$ cat src/hdl/pfr_pkg.sv
// Constants, mode codes and register map of the port function router
package pfr_pkg;
	// Port and parameter widths
	localparam int PORT_W = 32;
	localparam int FSEL_W = 4;
	localparam int FREQ_W = 32;
	localparam int PHASE_W = 16;
	localparam int AMPW_W = 16;
	localparam int AMPC_W = 12;
	localparam int PADDR_W = 8;

	// Function-select codes
	localparam logic [3:0] MODE_REG_PROG = 4'h0;
	localparam logic [3:0] MODE_SERIAL = 4'h1;
	localparam logic [3:0] MODE_FREQ_FULL = 4'h2;
	localparam logic [3:0] MODE_FREQ_SWAP = 4'h3;
	localparam logic [3:0] MODE_PHASE_AMP = 4'h4;
	localparam logic [3:0] MODE_AMP_PHASE = 4'h5;
	localparam logic [3:0] MODE_HI_AMP_HI = 4'h6;
	localparam logic [3:0] MODE_HI_PH_HI = 4'h7;
	localparam logic [3:0] MODE_HI_AMP_LO = 4'h8;
	localparam logic [3:0] MODE_HI_PH_LO = 4'h9;
	localparam logic [3:0] MODE_LO_AMP_HI = 4'ha;
	localparam logic [3:0] MODE_LO_PH_HI = 4'hb;
	localparam logic [3:0] MODE_LO_AMP_LO = 4'hc;
	localparam logic [3:0] MODE_LO_PH_LO = 4'hd;

	// Register-programming control bits in the low byte
	localparam int CTL_WRITE = 0;
	localparam int CTL_READ = 1;
	localparam int CTL_WIDE = 2;
	localparam logic [15:0] OE_WIDE = 16'hffff;
	localparam logic [15:0] OE_NARROW = 16'h00ff;

	// Serial pin positions in the low byte
	localparam int SER_CS = 0;
	localparam int SER_SCLK = 1;
	localparam int SER_SDIO = 2;
	localparam int SER_SDO = 3;
	localparam int SER_SYNC = 4;

	// Sample divider: one port sample per 24 clocks
	localparam int SAMPLE_DIV = 24;
	localparam logic [4:0] TICK_LAST = 5'(SAMPLE_DIV - 1);

	// APB register byte offsets
	localparam logic [7:0] REG_CTRL0 = 8'h00;
	localparam logic [7:0] REG_CTRL1 = 8'h04;
	localparam logic [7:0] REG_FREQ = 8'h08;
	localparam logic [7:0] REG_PHASE = 8'h0c;
	localparam logic [7:0] REG_AMP = 8'h10;
	localparam logic [7:0] REG_STATUS = 8'h14;
	localparam logic [7:0] REG_UPDATE = 8'h18;

	// Control field positions
	localparam int STREAM_BIT = 17;
	localparam int KEYING_BIT = 8;
	localparam int UPDATE_BIT = 0;

	// Reset values
	localparam logic [31:0] CTRL0_RESET = 32'h0000_0000;
	localparam logic [31:0] CTRL1_RESET = 32'h0000_0000;

	// Codes that deliver parameter words directly
	function automatic logic pfr_is_direct(input logic [3:0] code);
		return (code >= MODE_FREQ_FULL) && (code <= MODE_LO_PH_LO);
	endfunction : pfr_is_direct

	// Offsets that answer on the bus
	function automatic logic pfr_reg_known(input logic [7:0] addr);
		return (addr == REG_CTRL0) || (addr == REG_CTRL1) || (addr == REG_FREQ) || (addr == REG_PHASE)
			|| (addr == REG_AMP) || (addr == REG_STATUS) || (addr == REG_UPDATE);
	endfunction : pfr_reg_known
endpackage : pfr_pkg

$ cat src/hdl/pfr_route_if.sv
// Carrier between the port controller and the word router
`timescale 1ns/100ps
interface pfr_route_if;
	import pfr_pkg::*;
	logic [3:0] code; // Active function-select code
	logic [31:0] portWord; // Synchronised port word
	logic [31:0] freqNow; // Held tuning word
	logic [15:0] phaseNow; // Held phase word
	logic [15:0] ampNow; // Held amplitude word
	logic [31:0] freqNext; // Routed tuning word
	logic [15:0] phaseNext; // Routed phase word
	logic [15:0] ampNext; // Routed amplitude word
	modport router (input code, portWord, freqNow, phaseNow, ampNow, output freqNext, phaseNext, ampNext);
	modport user (output code, portWord, freqNow, phaseNow, ampNow, input freqNext, phaseNext, ampNext);
endinterface : pfr_route_if

$ cat src/hdl/pfr_word_router.sv
// Routes the port word onto tuning, phase and amplitude words per code
`timescale 1ns/100ps
module pfr_word_router
	import pfr_pkg::*;
(
	pfr_route_if.router rt
);
	// Start from held words; each code overwrites only its own bits
	always_comb begin
		rt.freqNext = rt.freqNow;
		rt.phaseNext = rt.phaseNow;
		rt.ampNext = rt.ampNow;
		case (rt.code)
			MODE_FREQ_FULL: begin
				rt.freqNext = rt.portWord;
			end
			MODE_FREQ_SWAP: begin
				rt.freqNext = {rt.portWord[15:0], rt.portWord[31:16]};
			end
			MODE_PHASE_AMP: begin
				rt.phaseNext = rt.portWord[31:16];
				rt.ampNext[11:0] = rt.portWord[11:0];
			end
			MODE_AMP_PHASE: begin
				rt.ampNext[11:0] = rt.portWord[27:16];
				rt.phaseNext = rt.portWord[15:0];
			end
			MODE_HI_AMP_HI, MODE_HI_PH_HI, MODE_HI_AMP_LO, MODE_HI_PH_LO: begin
				rt.freqNext[31:8] = rt.portWord[31:8];
			end
			MODE_LO_AMP_HI, MODE_LO_PH_HI, MODE_LO_AMP_LO, MODE_LO_PH_LO: begin
				rt.freqNext[23:0] = rt.portWord[31:8];
			end
			default: begin
				// Other codes leave all words alone
			end
		endcase
		// Low byte destinations of the partial modes
		case (rt.code)
			MODE_HI_AMP_HI, MODE_LO_AMP_HI: rt.ampNext[15:8] = rt.portWord[7:0];
			MODE_HI_PH_HI, MODE_LO_PH_HI: rt.phaseNext[15:8] = rt.portWord[7:0];
			MODE_HI_AMP_LO, MODE_LO_AMP_LO: rt.ampNext[7:0] = rt.portWord[7:0];
			MODE_HI_PH_LO, MODE_LO_PH_LO: rt.phaseNext[7:0] = rt.portWord[7:0];
			default: begin
				// No low byte routing
			end
		endcase
	end
endmodule : pfr_word_router

$ cat src/hdl/port_function_router.sv
// Top of the port function router: pins, APB registers, parameter words
//
// The register offsets and register access over APB are this design's own decisions.
`timescale 1ns/100ps
// What this block does
// Function-select pins pick one port role
// Code 0000: data, address, control fields
// Control picks read/write and 8/16 width
// Address picks register; data carries content
// Code 0001: low byte is serial pins
// Code 0010: port straight into tuning word
// Code 0011: tuning word with halves swapped
// Code 0100: phase high, amplitude low
// Code 0101: amplitude high, phase low
// Codes 0110-1001: tuning 31:8 plus byte
// Codes 1010-1101: tuning 23:0 plus byte
// Amplitude acts only with keying enabled
// Amplitude bits 15:12 never reach output
// Codes 1110, 1111 do nothing
// Streaming direct to core, else update strobe
// Port sampled once per 24 clocks
// Partial modes keep untouched bits
module port_function_router
	import pfr_pkg::*;
(
	input wire logic clk,
	input wire logic reset,
	input wire logic psel,
	input wire logic penable,
	input wire logic pwrite,
	input wire logic [7:0] paddr,
	input wire logic [31:0] pwdata,
	output logic [31:0] prdata,
	output logic pready,
	output logic pslverr,
	input wire logic [3:0] funcSelPin,
	input wire logic [31:0] portPinIn,
	output logic [31:0] portPinOut,
	output logic [31:0] portPinOe,
	input wire logic ioUpdatePin,
	output logic serialClk,
	output logic serialDataIoIn,
	output logic serialChipSelN,
	output logic serialSyncAbort,
	input wire logic serialDataOut,
	input wire logic serialDataIoOut,
	input wire logic serialDataIoOe,
	output logic [31:0] coreFreq,
	output logic [15:0] corePhase,
	output logic [11:0] coreAmp
);
	logic [31:0] portSync1; // First stage, read only by second
	logic [31:0] portSync2; // Stable port word
	logic [3:0] fselSync1; // First stage of select pins
	logic [3:0] fselSync2; // Stable select code
	logic updSync1; // First stage of update pin
	logic updSync2; // Stable update level
	logic updLast; // Previous update level
	logic [4:0] tickCount; // Sample divider
	logic tick; // One-cycle sample enable
	logic [31:0] ctrl0; // Streaming control
	logic [31:0] ctrl1; // Keying control
	logic [31:0] freqHeld; // Parameter register, tuning
	logic [15:0] phaseHeld; // Parameter register, phase
	logic [15:0] ampHeld; // Parameter register, amplitude
	logic [15:0] progRegs [256]; // Parallel-programmed registers
	logic streamEnable; // Direct words go to core
	logic keyingEnable; // Amplitude allowed through
	logic directLoad; // Direct sample this cycle
	logic apbWrite; // Write completes this edge
	logic swUpdate; // Software update strobe
	logic updateEvent; // Pin or software update
	logic progWrite; // Port register write this tick
	logic [7:0] progAddr; // Port register address field
	logic [31:0] readMux; // APB read data
	logic [31:0] next_prdata; // Read value loaded into prdata, zero on writes

	pfr_route_if rt();

	// Word router instance
	pfr_word_router i_pfr_word_router (
		.rt(rt.router)
	);

	assign rt.code = fselSync2;
	assign rt.portWord = portSync2;
	assign rt.freqNow = freqHeld;
	assign rt.phaseNow = phaseHeld;
	assign rt.ampNow = ampHeld;

	// Two-stage synchronisers for all pins
	always_ff @(posedge clk) begin
		if (reset) begin
			portSync1 <= 32'h0000_0000;
			portSync2 <= 32'h0000_0000;
			fselSync1 <= 4'hf;
			fselSync2 <= 4'hf;
			updSync1 <= 1'b0;
			updSync2 <= 1'b0;
			updLast <= 1'b0;
		end else begin
			portSync1 <= portPinIn;
			portSync2 <= portSync1;
			fselSync1 <= funcSelPin;
			fselSync2 <= fselSync1;
			updSync1 <= ioUpdatePin;
			updSync2 <= updSync1;
			updLast <= updSync2;
		end
	end

	// Sample divider producing the port sample enable
	always_ff @(posedge clk) begin
		if (reset) begin
			tickCount <= 5'h00;
			tick <= 1'b0;
		end else begin
			tick <= (tickCount == TICK_LAST);
			tickCount <= (tickCount == TICK_LAST) ? 5'h00 : tickCount + 5'h01;
		end
	end

	assign streamEnable = ctrl0[STREAM_BIT];
	assign keyingEnable = ctrl1[KEYING_BIT];
	assign directLoad = tick && pfr_is_direct(fselSync2);
	assign apbWrite = psel && penable && pready && pwrite;
	assign swUpdate = apbWrite && (paddr == REG_UPDATE) && pwdata[UPDATE_BIT];
	assign updateEvent = (updSync2 && !updLast) || swUpdate;
	assign progAddr = portSync2[15:8];
	assign progWrite = tick && (fselSync2 == MODE_REG_PROG) && portSync2[CTL_WRITE];

	// Parameter registers take routed words on each direct sample
	always_ff @(posedge clk) begin
		if (reset) begin
			freqHeld <= 32'h0000_0000;
			phaseHeld <= 16'h0000;
			ampHeld <= 16'h0000;
		end else if (directLoad) begin
			freqHeld <= rt.freqNext;
			phaseHeld <= rt.phaseNext;
			ampHeld <= rt.ampNext;
		end
	end

	// Core tuning and phase: streamed or on update
	always_ff @(posedge clk) begin
		if (reset) begin
			coreFreq <= 32'h0000_0000;
			corePhase <= 16'h0000;
		end else if (directLoad && streamEnable) begin
			coreFreq <= rt.freqNext;
			corePhase <= rt.phaseNext;
		end else if (updateEvent) begin
			coreFreq <= freqHeld;
			corePhase <= phaseHeld;
		end
	end

	// Core amplitude: only low twelve bits, only with keying
	always_ff @(posedge clk) begin
		if (reset) begin
			coreAmp <= 12'h000;
		end else if (keyingEnable) begin
			if (directLoad && streamEnable) begin
				coreAmp <= rt.ampNext[11:0];
			end else if (updateEvent) begin
				coreAmp <= ampHeld[11:0];
			end
		end
	end

	// Port register writes, 16-bit or low byte only
	always_ff @(posedge clk) begin
		if (progWrite) begin
			if (portSync2[CTL_WIDE]) begin
				progRegs[progAddr] <= portSync2[31:16];
			end else begin
				progRegs[progAddr][7:0] <= portSync2[23:16];
			end
		end
	end

	// Port drivers: register readback or serial outputs
	always_ff @(posedge clk) begin
		if (reset) begin
			portPinOut <= 32'h0000_0000;
			portPinOe <= 32'h0000_0000;
		end else begin
			portPinOut <= 32'h0000_0000;
			portPinOe <= 32'h0000_0000;
			case (fselSync2)
				MODE_REG_PROG: begin
					if (portSync2[CTL_READ] && !portSync2[CTL_WRITE]) begin
						portPinOut[31:16] <= progRegs[progAddr];
						portPinOe[31:16] <= portSync2[CTL_WIDE] ? OE_WIDE : OE_NARROW;
					end
				end
				MODE_SERIAL: begin
					portPinOut[SER_SDO] <= serialDataOut;
					portPinOe[SER_SDO] <= 1'b1;
					portPinOut[SER_SDIO] <= serialDataIoOut;
					portPinOe[SER_SDIO] <= serialDataIoOe;
				end
				default: begin
					// Port not driven
				end
			endcase
		end
	end

	// Serial pins follow the low byte only in serial mode
	always_ff @(posedge clk) begin
		if (reset) begin
			serialClk <= 1'b0;
			serialDataIoIn <= 1'b0;
			serialChipSelN <= 1'b1;
			serialSyncAbort <= 1'b0;
		end else if (fselSync2 == MODE_SERIAL) begin
			serialClk <= portSync2[SER_SCLK];
			serialDataIoIn <= portSync2[SER_SDIO];
			serialChipSelN <= portSync2[SER_CS];
			serialSyncAbort <= portSync2[SER_SYNC];
		end else begin
			serialChipSelN <= 1'b1; // Idle serial link
		end
	end

	// Control registers written over APB
	always_ff @(posedge clk) begin
		if (reset) begin
			ctrl0 <= CTRL0_RESET;
			ctrl1 <= CTRL1_RESET;
		end else if (apbWrite) begin
			if (paddr == REG_CTRL0) begin
				ctrl0 <= pwdata;
			end
			if (paddr == REG_CTRL1) begin
				ctrl1 <= pwdata;
			end
		end
	end

	// APB read selection
	always_comb begin
		readMux = 32'h0000_0000;
		case (paddr)
			REG_CTRL0: readMux = ctrl0;
			REG_CTRL1: readMux = ctrl1;
			REG_FREQ: readMux = coreFreq;
			REG_PHASE: readMux = {16'h0000, corePhase};
			REG_AMP: readMux = {20'h00000, coreAmp};
			REG_STATUS: readMux = {26'h0000000, !pfr_is_direct(fselSync2) && (fselSync2 > MODE_SERIAL),
				(freqHeld != coreFreq), fselSync2};
			default: readMux = 32'h0000_0000;
		endcase
		next_prdata = pwrite ? 32'h0000_0000 : readMux;
	end

	// APB answer: one wait state, error on unmapped offset
	always_ff @(posedge clk) begin
		if (reset) begin
			pready <= 1'b0;
			pslverr <= 1'b0;
			prdata <= 32'h0000_0000;
		end else if (psel && penable && !pready) begin
			pready <= 1'b1;
			pslverr <= !pfr_reg_known(paddr);
			prdata <= next_prdata;
		end else begin
			pready <= 1'b0;
			pslverr <= 1'b0;
		end
	end

	// Checks on the sampled datapath
	property p_tick_period;
		@(posedge clk) disable iff (reset) tick |-> ##24 tick;
	endproperty
	a_tick_period: assert property (p_tick_period) else $error("sample enable not every 24 clocks");

	property p_freq_full;
		@(posedge clk) disable iff (reset) (tick && fselSync2 == MODE_FREQ_FULL) |=> freqHeld == $past(portSync2);
	endproperty
	a_freq_full: assert property (p_freq_full) else $error("full tuning load wrong");

	property p_freq_swap;
		@(posedge clk) disable iff (reset)
			(tick && fselSync2 == MODE_FREQ_SWAP) |=> freqHeld == {$past(portSync2[15:0]), $past(portSync2[31:16])};
	endproperty
	a_freq_swap: assert property (p_freq_swap) else $error("swapped tuning load wrong");

	property p_unused_idle;
		@(posedge clk) disable iff (reset)
			(fselSync2 > MODE_LO_PH_LO) |=> $stable(freqHeld) && $stable(phaseHeld) && $stable(ampHeld) && portPinOe == 32'h0;
	endproperty
	a_unused_idle: assert property (p_unused_idle) else $error("unused code changed state");

	property p_stream_core;
		@(posedge clk) disable iff (reset) (directLoad && streamEnable) |=> coreFreq == freqHeld && corePhase == phaseHeld;
	endproperty
	a_stream_core: assert property (p_stream_core) else $error("streamed word missed core");

	property p_hold_core;
		@(posedge clk) disable iff (reset) (!streamEnable && !updateEvent) |=> $stable(coreFreq) && $stable(corePhase);
	endproperty
	a_hold_core: assert property (p_hold_core) else $error("core changed without update");

	property p_keying_gate;
		@(posedge clk) disable iff (reset) !keyingEnable |=> $stable(coreAmp);
	endproperty
	a_keying_gate: assert property (p_keying_gate) else $error("amplitude moved while keying off");

	property p_amp_low;
		@(posedge clk) disable iff (reset) (directLoad && streamEnable && keyingEnable) |=> coreAmp == ampHeld[11:0];
	endproperty
	a_amp_low: assert property (p_amp_low) else $error("amplitude core not from low twelve bits");

	property p_partial_keep;
		@(posedge clk) disable iff (reset) (tick && fselSync2 == MODE_HI_AMP_LO) |=> $stable(ampHeld[15:8])
			&& $stable(phaseHeld) && freqHeld[7:0] == $past(freqHeld[7:0]);
	endproperty
	a_partial_keep: assert property (p_partial_keep) else $error("partial mode touched other bits");

	property p_serial_pass;
		@(posedge clk) disable iff (reset) (fselSync2 == MODE_SERIAL) |=> serialClk == $past(portSync2[SER_SCLK]);
	endproperty
	a_serial_pass: assert property (p_serial_pass) else $error("serial clock not passed");

	property p_narrow_read;
		@(posedge clk) disable iff (reset) (fselSync2 == MODE_REG_PROG && portSync2[CTL_READ] && !portSync2[CTL_WRITE]
			&& !portSync2[CTL_WIDE]) |=> portPinOe[31:24] == 8'h00 && portPinOe[23:16] == 8'hff;
	endproperty
	a_narrow_read: assert property (p_narrow_read) else $error("narrow read drives wrong lanes");

	property p_apb_pulse;
		@(posedge clk) disable iff (reset) pready |=> !pready;
	endproperty
	a_apb_pulse: assert property (p_apb_pulse) else $error("pready longer than one cycle");

	c_serial: cover property (@(posedge clk) disable iff (reset) fselSync2 == MODE_SERIAL ##1 serialClk);
	c_swap: cover property (@(posedge clk) disable iff (reset) tick && fselSync2 == MODE_FREQ_SWAP);
	c_update: cover property (@(posedge clk) disable iff (reset) !streamEnable && updateEvent);
	c_prog_write: cover property (@(posedge clk) disable iff (reset) progWrite);
endmodule : port_function_router

$ cat config.mk
export PLATFORM = sky130hd
export DESIGN_NAME = port_function_router
export DESIGN_NICKNAME = d
export VERILOG_FILES = /design/src/hdl/pfr_pkg.sv /design/src/hdl/pfr_route_if.sv /design/src/hdl/pfr_word_router.sv /design/src/hdl/port_function_router.sv
export SDC_FILE = /design/constraint.sdc
export NUM_CORES = 2
export LEC_CHECK = 0
export BUFFER_PORTS_ARGS = -buffer_cell sky130_fd_sc_hd__buf_4
export CORE_UTILIZATION = 45
export DETAILED_ROUTE_END_ITERATION = 6
export GPL_TIMING_DRIVEN = 0
export SLEW_MARGIN = 30
export SYNTH_ARGS = -nofsm -noshare
export SYNTH_HDL_FRONTEND = slang
export SYNTH_HIERARCHICAL = 1
export SYNTH_SLANG_ARGS = --single-unit
$ cat constraint.sdc
create_clock -name clk -period 4.7 [get_ports clk]
set_input_delay 0 -clock clk [delete_from_list [all_inputs] [get_ports clk]]
set_output_delay 0 -clock clk [all_outputs]
set_load 0.01 [all_outputs]
==> metrics.cfg <==
[sta]
setup_ws_ps = -307
rsz0062_at_grt = yes
finalMaxSlewViolations = 0
worst_hold_slack_ps = 40.0
worst-slew-pin-transition_ps = 1240
clock.fmax_mhz = 200
slew_headroom_pct = 17.3
period_needed_ps = 5010
final_hold_viol_count = 0
fin_skew_ps = 69.3
setup_violations = 1496
fin_crit_sh_pct = 107

[routing]
ant_nets = 0
drt-initial-drc-count = 18300
firstDrtPassIters = 7
wl_per_cell_um = 41.0
wl_mm = 662
dr_total_vias = 106000
drc_errors = 10
viasPerCell = 6.57

[global_route]
grt_pass1_vias = 101000
grt_pass1_wl_mm = 873
grt.total_usage_pct = 33.4
overflow = 0
antenna_found_initial = 60
grt_max_degree = 65

[die]
die_area_sq_um = 389000
io_pins = 247
start_util_pct = 45.3
rows = 227
die_w_um = 623
die_h_um = 623
core_area_sq_um = 383000

[clock_network]
cts_sinks = 4421
clk_latency_ps = 1040
cts_made_buffers = 450
root_buffer = clkbuf_16
htreeDepth = 5
tritoncts = built
cts_max_path_buffers = 4
clk_pin_slew_ps = 60

[cells_and_area]
layout_commonest_cell = edfxtp_1
final_layout_size_suffix_gt1_share_pct = 25.3
syn_to_final_growth_pct = 18.0
utilization_pct = 53.5
final_nets = 10800
layout_common_cells = edfxtp_1, mux4_2, nand2_1, clkbuf_16, mux2i_1

[worst_setup_path]
cp_top_family = compound AO/OA/AOI/OAI gates
crit_top_cell = buf_12
arrival_ps = 5800
critPathMaxStageDelay_ps = 640
start_kind = register
cp_cell_sequence = buf_8 > buf_16 > buf_12 > buf_12 > buf_6 > buf_4 > mux2i_1 > o21ai_0 > a21oi_1 > o211ai_1 > a211oi_4 > a311o_1 > o2111ai_2
cp_max_fo = 10
crit_buf_inv = 6
crit_type = reg2reg
critical_path.slowest_cell = a211oi_4
cp-end-kind = register
required_ps = 5490

[hold_path]
hold_class = in2reg

[synth]
syn_inst = 9599
yosys_warnings = 6
syn_area_per_cell_sq_um = 18.1
netlist_area_sq_um = 174000

[place]
io_buffers = 216
place_hpwl_mm = 474
place_congestion = 1.01
post-place-ws_ps = -2740

[job]
max_cap_viol_count = 0

[power]
irDropWorstVdd_mv = 0.313
p_leak_nw = 64.2
power_density_nw_per_um2 = 409

[status]
failed_checks = DRC, setup timing
status = finished with violations

[power by group]
| part | total [W] | internal, W | switching, W |
|---|---|---|---|
| registers | 0.0430 | 0.0428 | 0.000159 |
| logic | 0.00412 | 0.00132 | 0.00280 |
| clock network | 0.0367 | 0.0210 | 0.0157 |
| total | 0.0838 | 0.0652 | 0.0187 |
[routing by layer]
metal  GRT usage (%)  part of all wire [%]
met5               0                 0.028
met4            20.7                   7.2
met3            10.9                    14
met2            49.0                    44
met1            43.0                    35
[layout make-up]
| class | count | area [sq um] |
|---|---|---|
| Sequential cell | 4421 | 130000 |
| Inverter | 47 | 176 |
| Fill cell | 29900 | 178000 |
| Antenna cell | 67 | 168 |
| Clock inverter | 293 | 3080 |
| Tap cell | 5038 | 6300 |
| Multi-Input combinational cell | 4447 | 42300 |
| Buffer | 705 | 4460 |
| Clock buffer | 546 | 11900 |
| Timing Repair Buffer | 593 | 7190 |
[final timing paths]
check / from / endpoint / slack, ps / cells after the start
worst max-delay path: portSync2[8]$_SDFF_PP0_ / portPinOut[27]$_SDFF_PP0_ / -310 / 13
worst min-delay path: paddr[7] / pslverr$_SDFF_PP0_ / 40 / 5
worst max register to register: portSync2[8]$_SDFF_PP0_ / portPinOut[27]$_SDFF_PP0_ / -310 / 13
worst min register to register: portSync1[8]$_SDFF_PP0_ / portSync2[8]$_SDFF_PP0_ / 410 / 1
[worst register-to-register path: cells and delay by family (launching register included)]
family,cells,cell delay (ps)
compound gates,6,2220
buf+inv,6,1850
flops,1,460
mux,1,220
[state kept, by name, summed over array words and instances, names as in the netlist, 4 cells and up]
| name | count |
|---|---|
| ampHeld | 12 |
| coreAmp | 12 |
| coreFreq | 32 |
| corePhase | 16 |
| ctrl0 | 32 |
| ctrl1 | 32 |
| freqHeld | 32 |
| fselSync1 | 4 |
| fselSync2 | 4 |
| phaseHeld | 16 |
| portPinOe | 4 |
| portPinOut | 18 |
| portSync1 | 32 |
| portSync2 | 32 |
| prdata | 32 |
| progRegs | 4096 |
| tickCount | 5 |
[metrics by stage]
step                      instances  total power (W)  instance area [sq um]  TNS (ps)
after CTS                     16100           0.0836                 204000    -56170
final                         16200           0.0838                 205000   -102660
after global routing          16100           0.0852                 205000     -3480
after detailed placement      15000           0.0475                 186000  -5698410
after floorplan                9626           0.0455                 174000         0
after global placement        14900           0.0474                 182000         -
[repair_timing]
item,CTS,global route
gates resized for setup,470,181
pin swaps,15,9
endpoints found under the hold margin,218,0
setup buffers,15,11
hold buffers,197,0
setup endpoints to repair,4112,2048
(Power assumes the default switching activity.)
